File: src/common/pur_pkg.sv
// shared constants for the power-up reset and lock block
package pur_pkg;
	// ----------------------------------------------------------------
	// clock and timing
	// ----------------------------------------------------------------
	localparam int CLK_FREQ_MHZ  = 200;
	localparam int RST_DELAY_NS  = 1000;
	localparam int NS_PER_US     = 1000;
	// least time, so round up to whole cycles
	localparam int RST_DELAY_CYC = (RST_DELAY_NS * CLK_FREQ_MHZ + NS_PER_US - 1) / NS_PER_US;

	// ----------------------------------------------------------------
	// widths and defaults
	// ----------------------------------------------------------------
	localparam int NUM_OUT_DEF = 8;
	localparam int SIG_W       = 16;

	localparam logic [SIG_W-1:0] SIG_RESET  = 16'h0000;
	localparam logic             HYST_SMALL = 1'h0;
	localparam logic             HYST_LARGE = 1'h1;
	localparam logic             LOCK_RESET = 1'h0;

	// ----------------------------------------------------------------
	// readback selection
	// ----------------------------------------------------------------
	localparam logic RD_SEL_PATTERN = 1'h0;
	localparam logic RD_SEL_SIG     = 1'h1;
endpackage

File: src/design/pur_sync.sv
// two flip-flop synchroniser for one asynchronous level
`timescale 1ns/1ps
`default_nettype none
module pur_sync (
	input  wire logic i_clk,
	input  wire logic i_rst,
	input  wire logic i_async,
	output logic      o_sync
);
	logic meta_reg;
	logic meta_next;
	logic sync_reg;
	logic sync_next;

	// ----------------------------------------------------------------
	// meta stage is read only by the second stage
	// ----------------------------------------------------------------
	always_comb begin
		meta_next = i_async;
		sync_next = meta_reg;
	end

	always_ff @(posedge i_clk) begin
		if (i_rst) begin
			meta_reg <= 1'h0;
			sync_reg <= 1'h0;
		end else begin
			meta_reg <= meta_next;
			sync_reg <= sync_next;
		end
	end

	assign o_sync = sync_reg;
endmodule
`default_nettype wire

File: src/design/pur_powerup_lock.sv
// power-up reset sequencer with output polarity, hysteresis choice and readback lock
`timescale 1ns/1ps
`default_nettype none
// How it works
// - supply good plus delay releases register reset
// - outputs show reset value through buffer polarity
// - small or large hysteresis chosen by configuration
// - lock bit refuses configuration pattern readback
// - user signature stays readable when locked
module pur_powerup_lock #(
	parameter int NUM_OUT       = pur_pkg::NUM_OUT_DEF,
	parameter int RST_DELAY_CYC = pur_pkg::RST_DELAY_CYC
) (
	input  wire logic                       I_REF_CLK,
	input  wire logic                       I_RST,
	input  wire logic                       I_VCC_ABOVE_RST,
	input  wire logic                       I_VCC_ABOVE_LOW,
	input  wire logic                       I_CFG_WR,
	input  wire logic                       I_CFG_HYST_LARGE,
	input  wire logic [NUM_OUT-1:0]         I_CFG_POLARITY,
	input  wire logic [pur_pkg::SIG_W-1:0]  I_CFG_SIG,
	input  wire logic                       I_CFG_LOCK,
	input  wire logic                       I_USER_LD,
	input  wire logic [NUM_OUT-1:0]         I_USER_D,
	input  wire logic                       I_RD_REQ,
	input  wire logic                       I_RD_SEL,
	output logic                            O_PUR_ACTIVE,
	output logic [NUM_OUT-1:0]              O_OUT,
	output logic                            O_RD_VALID,
	output logic [pur_pkg::SIG_W-1:0]       O_RD_DATA,
	output logic                            O_RD_DENIED,
	output logic                            O_HYST_LARGE,
	output logic                            O_LOCKED
);
	localparam int CNT_W = $clog2(RST_DELAY_CYC + 1);
	localparam logic [CNT_W-1:0] CNT_LAST = CNT_W'(RST_DELAY_CYC - 1);

	// ----------------------------------------------------------------
	// elaboration checks
	// ----------------------------------------------------------------
	// pattern word packs polarity plus hysteresis into one signature-wide word
	if (NUM_OUT < 1 || NUM_OUT > pur_pkg::SIG_W - 1) begin : g_bad_num_out
		$error("NUM_OUT out of range");
	end
	if (RST_DELAY_CYC < 1) begin : g_bad_delay
		$error("RST_DELAY_CYC must be at least one");
	end

	typedef enum logic [1:0] {
		ST_OFF,
		ST_DELAY,
		ST_RUN
	} pur_state_t;

	// ----------------------------------------------------------------
	// supply comparator inputs
	// ----------------------------------------------------------------
	logic above_rst_s;
	logic above_low_s;

	pur_sync u_sync_rst (
		.i_clk   (I_REF_CLK),
		.i_rst   (I_RST),
		.i_async (I_VCC_ABOVE_RST),
		.o_sync  (above_rst_s)
	);

	pur_sync u_sync_low (
		.i_clk   (I_REF_CLK),
		.i_rst   (I_RST),
		.i_async (I_VCC_ABOVE_LOW),
		.o_sync  (above_low_s)
	);

	// ----------------------------------------------------------------
	// nonvolatile configuration store
	// ----------------------------------------------------------------
	// only I_RST (an erased part) clears these; the power-up reset never does
	logic                      hyst_reg;
	logic                      hyst_next;
	logic [NUM_OUT-1:0]        pol_reg;
	logic [NUM_OUT-1:0]        pol_next;
	logic [pur_pkg::SIG_W-1:0] sig_reg;
	logic [pur_pkg::SIG_W-1:0] sig_next;
	logic                      lock_reg;
	logic                      lock_next;

	always_comb begin
		hyst_next = hyst_reg;
		pol_next  = pol_reg;
		sig_next  = sig_reg;
		lock_next = lock_reg;
		// a locked part takes no more writes; lock itself is sticky
		if (I_CFG_WR && !lock_reg) begin
			hyst_next = I_CFG_HYST_LARGE;
			pol_next  = I_CFG_POLARITY;
			sig_next  = I_CFG_SIG;
			lock_next = I_CFG_LOCK;
		end
	end

	always_ff @(posedge I_REF_CLK) begin
		if (I_RST) begin
			hyst_reg <= pur_pkg::HYST_SMALL;
			pol_reg  <= '0;
			sig_reg  <= pur_pkg::SIG_RESET;
			lock_reg <= pur_pkg::LOCK_RESET;
		end else begin
			hyst_reg <= hyst_next;
			pol_reg  <= pol_next;
			sig_reg  <= sig_next;
			lock_reg <= lock_next;
		end
	end

	// ----------------------------------------------------------------
	// power-up reset sequencer
	// ----------------------------------------------------------------
	pur_state_t       state_reg;
	pur_state_t       state_next;
	logic [CNT_W-1:0] cnt_reg;
	logic [CNT_W-1:0] cnt_next;
	logic             supply_fail;
	logic             pur_next;

	// large hysteresis drops out only below the lower comparator
	always_comb begin
		supply_fail = (hyst_reg == pur_pkg::HYST_LARGE) ? !above_low_s : !above_rst_s;
	end

	always_comb begin
		state_next = state_reg;
		cnt_next   = cnt_reg;
		unique case (state_reg)
			ST_OFF: begin
				cnt_next = '0;
				if (above_rst_s) begin
					state_next = ST_DELAY;
				end
			end
			ST_DELAY: begin
				// delay assumes the system keeps the clock running meanwhile
				if (!above_rst_s) begin
					state_next = ST_OFF;
					cnt_next   = '0;
				end else if (cnt_reg == CNT_LAST) begin
					state_next = ST_RUN;
					cnt_next   = '0;
				end else begin
					cnt_next = cnt_reg + CNT_W'(1);
				end
			end
			ST_RUN: begin
				if (supply_fail) begin
					state_next = ST_OFF;
				end
			end
		endcase
		pur_next = (state_next != ST_RUN);
	end

	always_ff @(posedge I_REF_CLK) begin
		if (I_RST) begin
			state_reg    <= ST_OFF;
			cnt_reg      <= '0;
			O_PUR_ACTIVE <= 1'h1;
		end else begin
			state_reg    <= state_next;
			cnt_reg      <= cnt_next;
			O_PUR_ACTIVE <= pur_next;
		end
	end

	// ----------------------------------------------------------------
	// user registers and output buffers
	// ----------------------------------------------------------------
	logic [NUM_OUT-1:0] user_reg;
	logic [NUM_OUT-1:0] user_next;
	logic [NUM_OUT-1:0] out_next;

	always_comb begin
		user_next = user_reg;
		if (pur_next) begin
			user_next = '0;
		end else if (I_USER_LD && state_reg == ST_RUN) begin
			// loads before release are not taken; setup is the system's job
			user_next = I_USER_D;
		end
		out_next = user_next ^ pol_next;
	end

	always_ff @(posedge I_REF_CLK) begin
		if (I_RST) begin
			user_reg <= '0;
			O_OUT    <= '0;
		end else begin
			user_reg <= user_next;
			O_OUT    <= out_next;
		end
	end

	// ----------------------------------------------------------------
	// readback port
	// ----------------------------------------------------------------
	logic [pur_pkg::SIG_W-1:0] pattern_word;
	logic                      rd_valid_next;
	logic [pur_pkg::SIG_W-1:0] rd_data_next;
	logic                      rd_denied_next;

	always_comb begin
		pattern_word                = '0;
		pattern_word[NUM_OUT-1:0]   = pol_reg;
		pattern_word[NUM_OUT]       = hyst_reg;
		rd_valid_next               = I_RD_REQ;
		rd_data_next                = '0;
		rd_denied_next              = 1'h0;
		if (I_RD_REQ) begin
			if (I_RD_SEL == pur_pkg::RD_SEL_SIG) begin
				rd_data_next = sig_reg;
			end else if (lock_reg) begin
				rd_denied_next = 1'h1;
			end else begin
				rd_data_next = pattern_word;
			end
		end
	end

	always_ff @(posedge I_REF_CLK) begin
		if (I_RST) begin
			O_RD_VALID   <= 1'h0;
			O_RD_DATA    <= '0;
			O_RD_DENIED  <= 1'h0;
			O_HYST_LARGE <= pur_pkg::HYST_SMALL;
			O_LOCKED     <= pur_pkg::LOCK_RESET;
		end else begin
			O_RD_VALID   <= rd_valid_next;
			O_RD_DATA    <= rd_data_next;
			O_RD_DENIED  <= rd_denied_next;
			O_HYST_LARGE <= hyst_next;
			O_LOCKED     <= lock_next;
		end
	end

	// ----------------------------------------------------------------
	// checks
	// ----------------------------------------------------------------
	AST_RELEASE_AFTER_DELAY: assert property (@(posedge I_REF_CLK) disable iff (I_RST)
		$fell(O_PUR_ACTIVE) |-> ($past(state_reg) == ST_DELAY && $past(cnt_reg) == CNT_LAST))
		else $error("reset released without full delay");

	AST_FAIL_RESETS: assert property (@(posedge I_REF_CLK) disable iff (I_RST)
		(state_reg == ST_RUN && supply_fail) |=> (O_PUR_ACTIVE && user_reg == '0))
		else $error("supply fail did not reset registers");

	AST_OUT_POLARITY: assert property (@(posedge I_REF_CLK) disable iff (I_RST)
		O_PUR_ACTIVE |-> (O_OUT == pol_reg))
		else $error("output in reset not set by polarity");

	AST_HYST_SMALL: assert property (@(posedge I_REF_CLK) disable iff (I_RST)
		(state_reg == ST_RUN && !hyst_reg && !above_rst_s) |=> O_PUR_ACTIVE)
		else $error("small hysteresis did not drop out");

	AST_HYST_LARGE: assert property (@(posedge I_REF_CLK) disable iff (I_RST)
		(state_reg == ST_RUN && hyst_reg && above_low_s) |=> !O_PUR_ACTIVE)
		else $error("large hysteresis dropped out early");

	AST_LOCK_DENY: assert property (@(posedge I_REF_CLK) disable iff (I_RST)
		(I_RD_REQ && I_RD_SEL == pur_pkg::RD_SEL_PATTERN && lock_reg) |=> (O_RD_DENIED && O_RD_DATA == '0))
		else $error("locked pattern readback not refused");

	AST_SIG_OPEN: assert property (@(posedge I_REF_CLK) disable iff (I_RST)
		(I_RD_REQ && I_RD_SEL == pur_pkg::RD_SEL_SIG) |=> (O_RD_VALID && !O_RD_DENIED && O_RD_DATA == $past(sig_reg)))
		else $error("signature readback wrong");

	AST_CFG_KEEP: assert property (@(posedge I_REF_CLK) disable iff (I_RST)
		(!I_CFG_WR || lock_reg) |=> ($stable(hyst_reg) && $stable(lock_reg) && $stable(sig_reg) && $stable(pol_reg)))
		else $error("configuration changed without a write");
endmodule
`default_nettype wire

File: config.mk
export PLATFORM = sky130hd
export DESIGN_NAME = pur_powerup_lock
export DESIGN_NICKNAME = d
export VERILOG_FILES = /design/src/common/pur_pkg.sv /design/src/design/pur_sync.sv /design/src/design/pur_powerup_lock.sv
export SDC_FILE = /design/constraint.sdc
export NUM_CORES = 1
export LEC_CHECK = 0
export ABC_AREA = 1
export BUFFER_PORTS_ARGS = -buffer_cell sky130_fd_sc_hd__buf_2
export CAP_MARGIN = 20
export CORE_UTILIZATION = 53
export CTS_CLUSTER_SIZE = 12
export DETAILED_ROUTE_END_ITERATION = 8
export PLACE_DENSITY = 0.75
export SETUP_SLACK_MARGIN = 0.5
export SYNTH_ARGS = -nofsm -noshare
export SYNTH_HDL_FRONTEND = slang
export SYNTH_SLANG_ARGS = --single-unit
File: constraint.sdc
create_clock -name I_REF_CLK -period 1.8 [get_ports I_REF_CLK]
set_input_delay 0 -clock I_REF_CLK [delete_from_list [all_inputs] [get_ports I_REF_CLK]]
set_output_delay 0 -clock I_REF_CLK [all_outputs]
set_load 0.01 [all_outputs]
# --- Yosys cells after proc, flatten, opt, wreduce, memory -nomap -nowiden ---
# Index checks and enable logic that the tools add are counted.
totals:
  inputBits: 42
  register_bits: 75
  ramBits: 0
  n_memories: 0
  romBits: 0
  latchBits: 0
  output_inout_bits: 29
op_classes:
  n_shift: 0
  n_reduce_logical: 9
  bitwise: 2
  n_div: 0
  magnitude_cmp: 0
  mul: 0
  muxes: 15
  add_sub_neg: 1
  n_eq_ne: 4
op_table:
  columns: ["cell", "count"]
  rows:
  - ["8-bit two-way mux", 5]
  - ["16-bit two-way mux", 1]
  - ["8-bit one-hot mux with 2 select lines", 1]
  - ["9-bit two-way mux", 1]
  - ["8-bit by 1-bit adder with 8-bit output (second input constant)", 1]
  - ["8-bit == test (second input constant)", 1]
  - ["2-bit two-way mux", 4]
  - ["8-bit bitwise XOR", 1]
  - ["2-bit one-hot mux with 3 select lines", 1]
  - ["1-bit zero test", 3]
  - ["3-bit OR reduction", 1]
  - ["2-bit by 1-bit == test with 1-bit output (second input constant)", 1]
  - ["2-bit == test (second input constant)", 1]
  - ["1-bit logical AND", 2]
  - ["2-bit zero test", 1]
  - ["1-bit two-way mux", 2]
  - ["2-bit != test (second input constant)", 1]
  - ["2-bit nonzero test", 1]
  - ["2-bit OR reduction", 1]
  - ["1-bit inverter", 1]

# --- Logic depth before layout (Yosys ltp) ---
depth:
  ltp_word: 7
  ltp_mapped: 13

# --- Modules after synthesis ---
# A second synthesis with hierarchy kept.
hier_totals:
  cells_unflattened: 348
  hier_area_um2: 2971.6
modules_own_cells:
  columns: ["module", "cells_each", "seq_area_each_um2", "n_inst", "area_per_inst_um2"]
  rows:
  - ["pur_powerup_lock", 336, 1421.4, 1, 2861.5]
  - ["pur_sync", 6, 40.0, 2, 55.1]

# --- Least setup slack after synthesis ---
# Ideal clock, no wire load.
synth_path:
  path_type: "reg-to-reg"
  start: "register state_reg[1]"
  end: "register O_OUT[7]"
  setup_slack_ps: 251
  synth_period_minus_slack_ps: 1549
  arrival_time_ps: 1440
  setup_time_ps: 109
  path_stages_with_launch: 10
  cell_sequence: "dfxtp_1 inv_1 ha_1 o21ai_0 nand2_4 buf_12 nand3_4 nand2_1 nand2_1 inv_1"
synth_between:
  elab_chain_len: 6
synth_lines:
  columns: ["item", "line", "rtl"]
  rows:
  - ["from (decl)", "pur_powerup_lock.sv:119", "pur_state_t state_reg;"]
  - ["from (signal assigned)", "pur_powerup_lock.sv:168", "state_reg <= state_next;"]
  - ["2-bit two-way mux", "pur_powerup_lock.sv:146", "end else if (cnt_reg == CNT_LAST) begin"]
  - ["2-bit two-way mux", "pur_powerup_lock.sv:143", "if (!above_rst_s) begin"]
  - ["2-bit one-hot mux with 3 select lines", "pur_powerup_lock.sv:134", "unique case (state_reg)"]
  - ["2-bit != test", "pur_powerup_lock.sv:159", "pur_next = (state_next != ST_RUN);"]
  - ["8-bit two-way mux *", "pur_powerup_lock.sv:183", "if (pur_next) begin"]
  - ["8-bit bitwise XOR *", "pur_powerup_lock.sv:189", "out_next = user_next ^ pol_next;"]
  - ["to (signal assigned)", "pur_powerup_lock.sv:198", "O_OUT <= out_next;"]
  - ["to (decl)", "pur_powerup_lock.sv:28", "output logic [NUM_OUT-1:0] O_OUT,"]
# Mark *: on every way between the ends. The rest lies on a longest branch, timed or not.
# A chain may end at the register's enable or synchronous reset.

# --- Worst setup path after layout ---
layout_path:
  start: "register state_reg[1]"
  end: "register O_OUT[4]"
# Same word-level chain as after synthesis.

==> flow_metrics.py <==
metrics = {
    "sta": {
        "slew_violations": 0,
        "relSlewSlack_pct": 78.8,
        "tightest_slew_ps": 317,
        "finalSetupViolations": 0,
        "post-route-min-period_ps": 1540,
        "max_freq_mhz": 649,
        "finalHoldViolCount": 1,
        "skew_ps": 11.8,
        "timing.final.crit_share_pct": 85.6,
        "rsz0062_at_grt": "yes",
        "hold_ws_ps": -0.859,
        "tns_ps": 0,
    },
    "power_and_ir_drop": {
        "switchingPower_uw": 918,
        "p_seq_share_pct": 51.2,
        "cellLeakagePower_nw": 1.93,
        "max-vdd-ir-drop_uv": 634,
        "power_density_nw_per_um2": 817,
        "swShare_pct": 26.7,
        "combPwrFrac_pct": 12.6,
        "internal-power_mw": 2.53,
        "clkPwrFrac_pct": 36.2,
    },
    "logic_synthesis": {
        "synthArstFlopShare_pct": 0,
        "ys_types": 34,
        "ys_seq_area_share_pct": 50.4,
        "syn_nets": 395,
        "ys_ff_latch": 75,
        "yosysTopAreaCell": "dfxtp_1",
        "yosys_most_used_dff": "dfxtp_1",
        "synth_area_leaders": "dfxtp_1 50%, nand2_1 6.5%, nor2_1 5.9%",
        "avgSynthCellArea_um2": 8.54,
        "synth-edff-count": 0,
        "postSynthCellCount": 349,
        "ys_warn_count": 0,
        "synth_top_area_share_pct": 50.4,
        "syn_area_um2": 2980,
    },
    "route": {
        "post_drt_wl_per_cell_um": 15.0,
        "drt-vias-per-instance": 5.19,
        "vias": 2749,
        "ant_nets": 0,
        "detail_route.first_pass.iterations": 4,
        "dr.first_iter.drc_count": 138,
        "remaining_drc_errors": 0,
        "routed_wl_mm": 7.95,
    },
    "clock_tree": {
        "cts_tree": "built",
        "clk_path_buf_depth": 2,
        "cts_buffers": 9,
        "cts.sinks": 75,
        "clk-insertion-delay-late_ps": 360,
        "cts_root_buf": "clkbuf_8",
        "htree_levels": 3,
        "path_clk_slew_ps": 80,
    },
    "grt": {
        "first_global_vias": 2585,
        "grt_overflow": 0,
        "grt_max_degree": 27,
        "track_usage_pct": 26.7,
        "grt_pass1_wl_mm": 12.2,
        "antenna_found_initial": 0,
    },
    "placed_design": {
        "dp_hpwl_mm": 4.31,
        "placed_area_um2": 3480,
        "port_buffers": 70,
        "gp_congestion": 0.813,
    },
    "critical_path": {
        "cp.arrival_ps": 1840,
        "path_class": "reg2reg",
        "crit_family": "simple AND/OR/NAND/NOR gates",
        "slowest_stage": "dfxtp_4",
        "path_cells": "inv_4 -> ha_4 -> inv_4 -> a21oi_4 -> nand2_4 -> nand2_8 -> nand3_2 -> nand2_1 -> nand2_1 -> inv_1",
        "cp_slowest_stage_delay_ps": 390,
        "crit_path_start_kind": "flop",
        "end_kind": "flop",
        "crit_start": "state_reg[1]",
        "critPathRequiredTime_ps": 2100,
        "crit_fanout": 6,
        "crit_buf_inv": 3,
        "r2r_start": "state_reg[1]",
    },
    "run_status": {
        "status": "finished, violations left",
        "violations": "hold timing",
    },
    "final_layout": {
        "syn_to_final_growth_pct": 41.4,
        "nets": 502,
        "postLayoutCoreUtil_pct": 80.0,
        "antenna_cells": 0,
        "drive_above_1_share_pct": 37.6,
        "final_common_cell": "buf_2",
        "final_cell_mix": "70 x buf_2, 69 x dfxtp_1, 44 x nor2_1",
        "final_area_um2": 4220,
    },
    "floorplan": {
        "ios": 71,
        "initial_core_util_pct": 56.6,
        "die_w_um": 77.0,
        "fp-row-count": 26,
        "core_um2": 5270,
        "die_height_um": 77.0,
        "die_area_um2": 5930,
    },
    "min_path": {
        "hp-start": "I_CFG_POLARITY[3]",
        "min_path_type": "in2reg",
    },
    "job": {
        "max_cap_viol_count": 0,
    },
}
[stage by stage]
stage | setup slack [ps] | power (mW) | instances
CTS | 354 | 3.40 | 527
finish | 258 | 3.44 | 530
floorplan | 400 | 2.01 | 349
detailed placement | 229 | 2.13 | 480
global placement | 252 | 2.12 | 480
global route | 222 | 3.56 | 530
[cell families (layout without fill, tap and decap cells)]
group / Yosys count / after routing / share of synthesized area (%)
AND/OR/NAND/NOR: 143 / 146 / 24.1
AO/OA/AOI/OAI: 61 / 61 / 11.2
buffers and inverters: 54 / 162 / 8.31
flip-flops: 75 / 75 / 50.4
multiplexers: 12 / 12 / 4.36
adder cells (fa/ha/maj): 4 / 4 / 1.68
[layer usage]
layer / track usage [%] / vias to the layer above / wire length, µm
li1: - / 1339 / -
met1: 32.0 / 1310 / 3390
met2: 46.0 / 86 / 4050
met3: 7.62 / 14 / 418
met4: 8.68 / 0 / 97
met5: 0 / - / 0
[cell usage after synthesis, types with 2 or more instances]
master	count
clkbuf_1	5
buf_12	2
inv_1	38
ha_1	4
or2_2	4
or2_1	2
nand2_1	52
dfxtp_1	75
inv_2	2
mux2_2	8
nand2_4	5
o21ai_2	4
nand3_4	5
buf_2	4
a21oi_1	16
o21ai_1	3
nor2_1	47
nand3_1	14
mux2i_1	4
o21ai_0	34
nand2_2	3
buf_4	2
nand4_1	4
and3_1	2
[cell type report]
type / instances / area [µm²]
Clock inverter: 4 / 23.8
Multi-Input combinational cell: 223 / 1550
Sequential cell: 75 / 1520
Inverter: 40 / 168
Clock buffer: 11 / 163
Tap cell: 70 / 87.6
Timing Repair Buffer: 107 / 702
Fill cell: 336 / 1050
[tightest hold or removal path, stage by stage]
cell and delay [ps]:
buf_2 90, mux2i_2 80, nand2_1 80, o21ai_2 60
[power by group through the flow]
stage	Clock [mW]	Sequential [mW]	Combinational, mW
5_1_grt	1.32	1.77	0.471
3_5_place_dp	0	1.80	0.326
2_1_floorplan	0	1.81	0.205
6_report	1.25	1.76	0.434
3_3_place_gp	0	1.80	0.321
4_1_cts	1.23	1.76	0.402
[timing repair]
action	CTS	global route
endpoints found under the setup margin	25	45
pin swaps	8	10
gates cloned	2	1
setup buffers	5	2
hold buffers	25	0
hold endpoints to repair	23	0
gates resized for setup	22	28
[final timing paths]
path         slack (ps)  cells after the start           endpoint
max                 260                     10           O_OUT[4]
min                -0.9                      4           O_OUT[3]
max reg2reg         260                     10           O_OUT[4]
min reg2reg         410                      2  u_sync_rst.o_sync
No activity file was read; power rests on OpenSTA's default activity.
